**config.mk**
```make
export PLATFORM = sky130hd
export DESIGN_NAME = eldet_external_line_unit
export DESIGN_NICKNAME = d
export VERILOG_FILES = /design/src/core/eldet_pkg.sv /design/src/core/eldet_external_line_unit.sv
export VERILOG_INCLUDE_DIRS = /design/src /design/src/core
export SDC_FILE = /design/constraint.sdc
export NUM_CORES = 1
export LEC_CHECK = 0
export BUFFER_PORTS_ARGS = -buffer_cell sky130_fd_sc_hd__buf_2
export CORE_MARGIN = 8
export CORE_UTILIZATION = 60
export DETAILED_ROUTE_END_ITERATION = 8
export GPL_ROUTABILITY_DRIVEN = 0
export PLACE_DENSITY = 0.84
export SYNTH_ARGS = -nofsm -noshare
export SYNTH_HDL_FRONTEND = slang
export SYNTH_SLANG_ARGS = --single-unit
export TNS_END_PERCENT = 50
```
**constraint.sdc**
```tcl
create_clock -name clock -period 3.1 [get_ports clock]
set_clock_uncertainty 0.1 [all_clocks]
set_input_delay 0.31 -clock clock [delete_from_list [all_inputs] [get_ports clock]]
set_output_delay 0.31 -clock clock [all_outputs]
set_load 0.005 [all_outputs]
```
**src/core/eldet_consts.svh**
```systemverilog
// constants for the external line edge detector: offsets, field positions, reset values
`ifndef ELDET_CONSTS_SVH
`define ELDET_CONSTS_SVH
`define ELDET_NUM_LINES 22
`define ELDET_ADDR_W 5
`define ELDET_OFF_INT_MASK 5'h00
`define ELDET_OFF_EVT_MASK 5'h04
`define ELDET_OFF_RISE_SEL 5'h08
`define ELDET_OFF_FALL_SEL 5'h0c
`define ELDET_OFF_SOFT_TRIG 5'h10
`define ELDET_OFF_PENDING 5'h14
`define ELDET_GPIO_LINES 16
`define ELDET_LINE_LVD 16
`define ELDET_LINE_ALARM 17
`define ELDET_LINE_USB 18
`define ELDET_LINE_ENET 19
`define ELDET_LINE_I2C 20
`define ELDET_LINE_UART 21
`define ELDET_RESET_WORD 32'h0000_0000
`endif

```
**src/core/eldet_pkg.sv**
```systemverilog
// types for the external line edge detector
package eldet_pkg;
  typedef enum logic [5:0] {
    ELDET_REG_INT_MASK = 6'h01,
    ELDET_REG_EVT_MASK = 6'h02,
    ELDET_REG_RISE_SEL = 6'h04,
    ELDET_REG_FALL_SEL = 6'h08,
    ELDET_REG_SOFT_TRIG = 6'h10,
    ELDET_REG_PENDING = 6'h20
  } eldet_reg_type;
endpackage

```
**src/core/eldet_external_line_unit.sv**
```systemverilog
// external line edge detector: 22 edge detectors with apb register file
`timescale 1ns/100ps
`include "eldet_consts.svh"

module eldet_external_line_unit #(
  parameter int unsigned NUM_LINES = `ELDET_NUM_LINES
) (
  input wire logic clock,
  input wire logic rstn,
  input wire logic psel,
  input wire logic penable,
  input wire logic pwrite,
  input wire logic [31:0] paddr,
  input wire logic [31:0] pwdata,
  input wire logic [3:0] pstrb,
  output logic [31:0] prdata,
  output logic pready,
  output logic pslverr,
  input wire logic [15:0] gpio_line_in,
  input wire logic low_voltage_detect,
  input wire logic clock_alarm,
  input wire logic usb_wakeup,
  input wire logic enet_wakeup,
  input wire logic i2c_wakeup,
  input wire logic uart_wakeup,
  output logic [NUM_LINES-1:0] line_irq,
  output logic [NUM_LINES-1:0] line_event,
  output logic any_event,
  output logic wakeup_req
);
  import eldet_pkg::*;

  // widths the fixed source map cannot serve are refused here
  initial begin
    if (NUM_LINES != `ELDET_NUM_LINES) begin
      $error("eldet: line count must match the fixed source map");
    end
    if (`ELDET_LINE_UART >= NUM_LINES) begin
      $error("eldet: internal source map exceeds the line count");
    end
    if (`ELDET_GPIO_LINES > `ELDET_LINE_LVD) begin
      $error("eldet: gpio lines overlap the internal sources");
    end
    if (NUM_LINES > $bits(pwdata)) begin
      $error("eldet: lines must fit one bus word");
    end
    if ($bits(`ELDET_OFF_PENDING) != `ELDET_ADDR_W) begin
      $error("eldet: offset width must match the decoded address width");
    end
  end

  localparam logic [NUM_LINES-1:0] ZERO_LINES = NUM_LINES'(`ELDET_RESET_WORD);
  localparam logic [31:0] ZERO_WORD = `ELDET_RESET_WORD;

  // line sources: gpio pins at the bottom, internal wakeups above
  logic [NUM_LINES-1:0] line_src;

  always_comb begin
    line_src = ZERO_LINES;
    line_src[`ELDET_GPIO_LINES-1:0] = gpio_line_in;
    line_src[`ELDET_LINE_LVD] = low_voltage_detect;
    line_src[`ELDET_LINE_ALARM] = clock_alarm;
    line_src[`ELDET_LINE_USB] = usb_wakeup;
    line_src[`ELDET_LINE_ENET] = enet_wakeup;
    line_src[`ELDET_LINE_I2C] = i2c_wakeup;
    line_src[`ELDET_LINE_UART] = uart_wakeup;
  end

  // bus decode: only aligned words inside the map are hits
  logic [`ELDET_ADDR_W-1:0] off;
  logic upper_zero;
  logic aligned;
  logic in_range;
  logic hit;
  logic wr_acc;
  logic rd_acc;
  eldet_reg_type sel;

  assign off = paddr[`ELDET_ADDR_W-1:0];
  assign upper_zero = (paddr[31:`ELDET_ADDR_W] == '0);
  assign aligned = (off[1:0] == 2'h0);
  assign in_range = (off <= `ELDET_OFF_PENDING);
  assign hit = upper_zero & aligned & in_range;
  // writes land in the access cycle; reads are fetched in the setup cycle
  assign wr_acc = psel & penable & pwrite;
  assign rd_acc = psel & ~penable & ~pwrite;

  always_comb begin
    unique case (off)
      `ELDET_OFF_INT_MASK: sel = ELDET_REG_INT_MASK;
      `ELDET_OFF_EVT_MASK: sel = ELDET_REG_EVT_MASK;
      `ELDET_OFF_RISE_SEL: sel = ELDET_REG_RISE_SEL;
      `ELDET_OFF_FALL_SEL: sel = ELDET_REG_FALL_SEL;
      `ELDET_OFF_SOFT_TRIG: sel = ELDET_REG_SOFT_TRIG;
      default: sel = ELDET_REG_PENDING;
    endcase
  end

  // one write strobe per register
  logic wr_int_mask;
  logic wr_evt_mask;
  logic wr_rise_sel;
  logic wr_fall_sel;
  logic wr_soft_trig;
  logic wr_pending;
  logic [NUM_LINES-1:0] wdata_lines;

  assign wr_int_mask = wr_acc & hit & (sel == ELDET_REG_INT_MASK);
  assign wr_evt_mask = wr_acc & hit & (sel == ELDET_REG_EVT_MASK);
  assign wr_rise_sel = wr_acc & hit & (sel == ELDET_REG_RISE_SEL);
  assign wr_fall_sel = wr_acc & hit & (sel == ELDET_REG_FALL_SEL);
  assign wr_soft_trig = wr_acc & hit & (sel == ELDET_REG_SOFT_TRIG);
  assign wr_pending = wr_acc & hit & (sel == ELDET_REG_PENDING);
  assign wdata_lines = pwdata[NUM_LINES-1:0];

  // input sampler: the compare stage sees the last two samples of each line
  logic [NUM_LINES-1:0] sample_r;
  logic [NUM_LINES-1:0] sample_nxt;
  logic [NUM_LINES-1:0] prev_r;
  logic [NUM_LINES-1:0] prev_nxt;
  logic primed_r;
  logic primed_nxt;

  always_comb begin
    sample_nxt = line_src;
    // the first sample after reset seeds both stages, so no false edge follows
    prev_nxt = primed_r ? sample_r : line_src;
    primed_nxt = 1'b1;
  end

  always_ff @(posedge clock or negedge rstn) begin
    if (!rstn) begin
      sample_r <= ZERO_LINES;
      prev_r <= ZERO_LINES;
      primed_r <= 1'b0;
    end else begin
      sample_r <= sample_nxt;
      prev_r <= prev_nxt;
      primed_r <= primed_nxt;
    end
  end

  // interrupt mask register
  logic [NUM_LINES-1:0] int_mask_r;
  logic [NUM_LINES-1:0] int_mask_nxt;

  always_comb begin
    int_mask_nxt = int_mask_r;
    if (wr_int_mask) begin
      int_mask_nxt = wdata_lines;
    end
  end

  always_ff @(posedge clock or negedge rstn) begin
    if (!rstn) begin
      int_mask_r <= ZERO_LINES;
    end else begin
      int_mask_r <= int_mask_nxt;
    end
  end

  // event mask register
  logic [NUM_LINES-1:0] evt_mask_r;
  logic [NUM_LINES-1:0] evt_mask_nxt;

  always_comb begin
    evt_mask_nxt = evt_mask_r;
    if (wr_evt_mask) begin
      evt_mask_nxt = wdata_lines;
    end
  end

  always_ff @(posedge clock or negedge rstn) begin
    if (!rstn) begin
      evt_mask_r <= ZERO_LINES;
    end else begin
      evt_mask_r <= evt_mask_nxt;
    end
  end

  // rising edge select register
  logic [NUM_LINES-1:0] rise_sel_r;
  logic [NUM_LINES-1:0] rise_sel_nxt;

  always_comb begin
    rise_sel_nxt = rise_sel_r;
    if (wr_rise_sel) begin
      rise_sel_nxt = wdata_lines;
    end
  end

  always_ff @(posedge clock or negedge rstn) begin
    if (!rstn) begin
      rise_sel_r <= ZERO_LINES;
    end else begin
      rise_sel_r <= rise_sel_nxt;
    end
  end

  // falling edge select register
  logic [NUM_LINES-1:0] fall_sel_r;
  logic [NUM_LINES-1:0] fall_sel_nxt;

  always_comb begin
    fall_sel_nxt = fall_sel_r;
    if (wr_fall_sel) begin
      fall_sel_nxt = wdata_lines;
    end
  end

  always_ff @(posedge clock or negedge rstn) begin
    if (!rstn) begin
      fall_sel_r <= ZERO_LINES;
    end else begin
      fall_sel_r <= fall_sel_nxt;
    end
  end

  // edge, trigger and flag logic, one lane per line
  logic [NUM_LINES-1:0] rise_edge;
  logic [NUM_LINES-1:0] fall_edge;
  logic [NUM_LINES-1:0] hw_trig;
  logic [NUM_LINES-1:0] sw_set;
  logic [NUM_LINES-1:0] trig;
  logic [NUM_LINES-1:0] clr;
  logic [NUM_LINES-1:0] soft_trig_r;
  logic [NUM_LINES-1:0] pending_r;
  logic [NUM_LINES-1:0] event_r;

  genvar g;
  generate
    for (g = 0; g < NUM_LINES; g++) begin : g_line
      logic soft_bit_r;
      logic soft_bit_nxt;
      logic pend_bit_r;
      logic pend_bit_nxt;
      logic evt_bit_r;
      logic evt_bit_nxt;

      assign rise_edge[g] = sample_r[g] & ~prev_r[g];
      assign fall_edge[g] = ~sample_r[g] & prev_r[g];
      // both selects set give either direction
      assign hw_trig[g] = primed_r & ((rise_sel_r[g] & rise_edge[g])
                          | (fall_sel_r[g] & fall_edge[g]));
      // a bit already set does not fire again until its pending flag is cleared or a 0 is written to it
      assign sw_set[g] = wr_soft_trig & wdata_lines[g] & ~soft_bit_r;
      assign trig[g] = hw_trig[g] | sw_set[g];
      assign clr[g] = wr_pending & wdata_lines[g];

      always_comb begin
        soft_bit_nxt = soft_bit_r;
        if (wr_soft_trig) begin
          soft_bit_nxt = wdata_lines[g];
        end
        // the bit falls back once its pending flag is cleared
        if (clr[g]) begin
          soft_bit_nxt = 1'b0;
        end
      end

      always_ff @(posedge clock or negedge rstn) begin
        if (!rstn) begin
          soft_bit_r <= 1'b0;
        end else begin
          soft_bit_r <= soft_bit_nxt;
        end
      end

      always_comb begin
        pend_bit_nxt = pend_bit_r;
        if (clr[g]) begin
          pend_bit_nxt = 1'b0;
        end
        // a set in the same cycle as a clear wins
        if (trig[g] && int_mask_r[g]) begin
          pend_bit_nxt = 1'b1;
        end
      end

      always_ff @(posedge clock or negedge rstn) begin
        if (!rstn) begin
          pend_bit_r <= 1'b0;
        end else begin
          pend_bit_r <= pend_bit_nxt;
        end
      end

      always_comb begin
        evt_bit_nxt = trig[g] & evt_mask_r[g];
      end

      always_ff @(posedge clock or negedge rstn) begin
        if (!rstn) begin
          evt_bit_r <= 1'b0;
        end else begin
          evt_bit_r <= evt_bit_nxt;
        end
      end

      assign soft_trig_r[g] = soft_bit_r;
      assign pending_r[g] = pend_bit_r;
      assign event_r[g] = evt_bit_r;
    end
  endgenerate

  // read data: loaded in the setup cycle, held through the access cycle
  logic [NUM_LINES-1:0] rd_lines;
  logic [31:0] prdata_r;
  logic [31:0] prdata_nxt;

  always_comb begin
    rd_lines = ZERO_LINES;
    unique case (sel)
      ELDET_REG_INT_MASK: rd_lines = int_mask_r;
      ELDET_REG_EVT_MASK: rd_lines = evt_mask_r;
      ELDET_REG_RISE_SEL: rd_lines = rise_sel_r;
      ELDET_REG_FALL_SEL: rd_lines = fall_sel_r;
      ELDET_REG_SOFT_TRIG: rd_lines = soft_trig_r;
      ELDET_REG_PENDING: rd_lines = pending_r;
    endcase
  end

  always_comb begin
    prdata_nxt = prdata_r;
    if (rd_acc) begin
      prdata_nxt = ZERO_WORD;
      if (hit) begin
        prdata_nxt[NUM_LINES-1:0] = rd_lines;
      end
    end
  end

  always_ff @(posedge clock or negedge rstn) begin
    if (!rstn) begin
      prdata_r <= ZERO_WORD;
    end else begin
      prdata_r <= prdata_nxt;
    end
  end

  // outputs: ready never stalls, so every access phase lasts one cycle
  assign pready = 1'b1;
  assign pslverr = psel & penable & ~hit;
  assign prdata = prdata_r;
  assign line_irq = pending_r & int_mask_r;
  assign line_event = event_r;
  assign any_event = |event_r;
  assign wakeup_req = (|line_irq) | (|event_r);

endmodule // eldet_external_line_unit

```
==> out/metrics.cfg <==
[power_and_ir_drop]
power.density_nw_per_um2 = 485
leakage_nw = 6.27
power_w = 0.00612
peakVddDrop_uv = 356

[timing]
timing.fmax_ghz = 0.321
period_needed_ns = 3.11
worstMarginPinSlew_ns = 1.16
relSlewSlack_pct = 22.2
finalSetupViolCount = 1
hold_violations = 0
period_share_pct = 100
worst_slack_ns = -0.0112
drv_slew = 0
setup-tns-final_ns = -0.0112
rsz0062_at_grt = yes

[clock_network]
h-tree-depth = 1
clock_sinks = 221
clockBufferDepth = 3
root_buffer = clkbuf_16
cts_tree = yes
clkSlewWorstSetupHoldPaths_ns = 0.06
cts_buffers = 23
clk_latency_ns = 0.51

[worst_setup_path]
start_kind = flip-flop
timing.reg2reg.setup_slack_ns = 1.38
crit_type = reg -> out
crit_fanout = 2
worstPathArrival_ns = 2.70
r2r_end = prev_r[2]
cp.required_ns = 2.69
worst_r2r_path_depth = 2
cp-end-kind = output port
reg2reg_from = primed_r

[hold_path]
min_from = pwdata[17]
hold_depth = 2
hold_path_end = rise_sel_r[17]
hold_class = in -> reg

[global_route]
overflow = 0
grt_pass1_wl_um = 47000
grt_max_degree = 79
antenna_found_initial = 1
grt_pass1_vias = 8761
track_usage_pct = 26.7

[run]
maxCapViolCount = 0

[synth]
yosys-top-cells-count = dfrtp_1 (221), nand2_1 (93), nor2_1 (93)
synth_top_family_by_area = simple AND/OR/NAND/NOR gates
yosysUniqueCellTypes = 47
synth-seq-cells = 221
post-synth-top-count-cell = dfrtp_1
netlist_area_um2 = 10700
seq_area_frac_synth_pct = 51.8
synth.avg_cell_area_um2 = 11.2
synth_fa_ha_area_share_pct = 0
synthXorXnorAreaFrac_pct = 0
synth_mux_area_share_pct = 15.0
synth_compound_gate_area_share_pct = 13.2
async_flop_share_pct = 100
synth_top_area_cell = dfrtp_1
synth_edf_count = 0
synth_cells = 957
synthTopCellsByArea = dfrtp_1 (52%), mux2_4 (5.6%), mux2_2 (4.0%)
yosys_warnings = 0
yosys.area_share.simple_pct = 15.2
synth-main-ff-cell = dfrtp_1
synth_top_area_share_pct = 51.8

[floorplan]
die_area_um2 = 22300
start_util_pct = 61.5
core.rowCount = 48
ios = 175
fp.dieW_um = 149
design.core.area_um2 = 17400
die_y_um = 149

[placement]
port_buffers = 149
dp_hpwl_um = 18900
dp_slack_ns = 0.354

[final_layout]
area_growth_pct = 18.1
drive_gt1_share_pct = 28.1
finish.net_count = 1205

[route]
num_vias = 8494
drt-pass1-iter-count = 5
drc = 0
drtIter0Drc = 871
wl_per_cell_um = 22.2
drtAntennaViolNets = 0
vias_per_cell = 6.29
wirelength_um = 30000

[run_status]
violations = negative setup slack
run_status = finished, violations left

==> power by group <==
part	total (W)	leakage [nW]	switching, W	internal [W]
Combinational	0.000356	2.90	0.000221	0.000135
Clock	0.00281	0.387	0.00112	0.00169
Sequential	0.00295	2.98	0.0000284	0.00292
==> area by class of cell <==
class	count	area [um2]
multi-input combinational	660	4740
clock inverter	9	101
sequential	221	5530
clock buffer	31	676
tap	225	282
antenna	1	2.50
fill	1131	4750
timing repair buffer	202	1260
inverter	2	7.51
==> stage by stage <==
stage | hold WS [ns] | util (%) | cell area, um2 | cells
after global routing | 0.0342 | 72.6 | 12600 | 1350
final | 0.0361 | 72.6 | 12600 | 1351
after floorplan | -0.0856 | - | 10700 | 967
after global placement | 0.236 | 66.6 | 11600 | 1287
after CTS | 0.0252 | 72.5 | 12600 | 1350
after detailed placement | 0.240 | 66.6 | 11600 | 1287
==> repair_timing <==
| action | 4_1_cts | 5_1_grt |
|---|---|---|
| resized for setup | 4 | 3 |
| pin swaps | 0 | 1 |
| hold endpoints to repair | 118 | 0 |
| endpoints found under the setup margin | 1 | 1 |
| setup buffers | 0 | 0 |
| hold buffers | 23 | 0 |
==> cells in the final DEF, fill, tap and decap left out, drive strengths merged <==
cell type,Yosys,routed
a211oi,22,22
a21boi,45,45
a21oi,45,45
a222oi,1,1
a311o,22,22
and2,24,24
and3,22,22
buf,56,179
bufinv,0,2
clkbuf,28,31
clkinv,0,6
clkinvlp,0,1
conb,2,12
dfrtp,221,221
diode,0,1
dlygate4sd3,0,23
inv,2,2
mux2,110,110
mux2i,21,21
nand2,93,93
nand2b,2,2
nand3,3,3
nand3b,22,22
nand4,6,6
nor2,93,93
nor2b,22,22
nor3,3,3
nor3b,2,2
nor4,19,19
o21ai,22,22
o22ai,21,21
o31ai,2,2
o41ai,21,21
or2,1,1
or4,3,3
or4b,1,1
==> routing by layer <==
layer | vias up | global-route usage, % | routed length (um)
met5 | - | 0 | 11
met3 | 94 | 6.64 | 3000
met4 | 2 | 11.0 | 1080
met2 | 485 | 43.6 | 14300
met1 | 4184 | 33.4 | 11600
li1 | 3729 | - | -
==> flip-flops by register name, indices dropped and copies added, names as in the netlist <==
name,cells
g_line.soft_bit_r,22
fall_sel_r,22
g_line.evt_bit_r,22
int_mask_r,22
prev_r,22
sample_r,22
prdata,22
primed_r,1
rise_sel_r,22
g_line.pend_bit_r,22
evt_mask_r,22
==> how the worst max path moves through the flow <==
stage | from | end | slack, ns | cells after the start
6_report | g_line[0].evt_bit_r | wakeup_req | -0.01 | 7
5_1_grt | g_line[17].evt_bit_r | wakeup_req | -0.14 | 7
4_1_cts | g_line[12].evt_bit_r | wakeup_req | -0.02 | 7
3_5_place_dp | g_line[16].evt_bit_r | wakeup_req | 0.35 | 6
3_3_place_gp | g_line[16].evt_bit_r | wakeup_req | 0.41 | 6
2_1_floorplan | paddr[4] | rise_sel_r[10] | 0.78 | 8
==> logic make-up (layout without fill, tap and decap cells) <==
logic type             Yosys count  in the layout
buffers and inverters           86            244
flip-flops                     221            221
AO/OA/AOI/OAI                  201            201
AND/OR/NAND/NOR                316            316
other                            2             13
multiplexers                   131            131
==> worst max-delay path, cell delays in order, from the launching register on <==
cell and delay [ns]:
dfrtp_1 0.39, nor4_2 0.28, buf_4 0.17, nand4_1 0.20, or4_4 0.48, nor2_2 0.11
or4b_1 0.43, buf_2 0.14
Power figures use the tool's default switching activity.
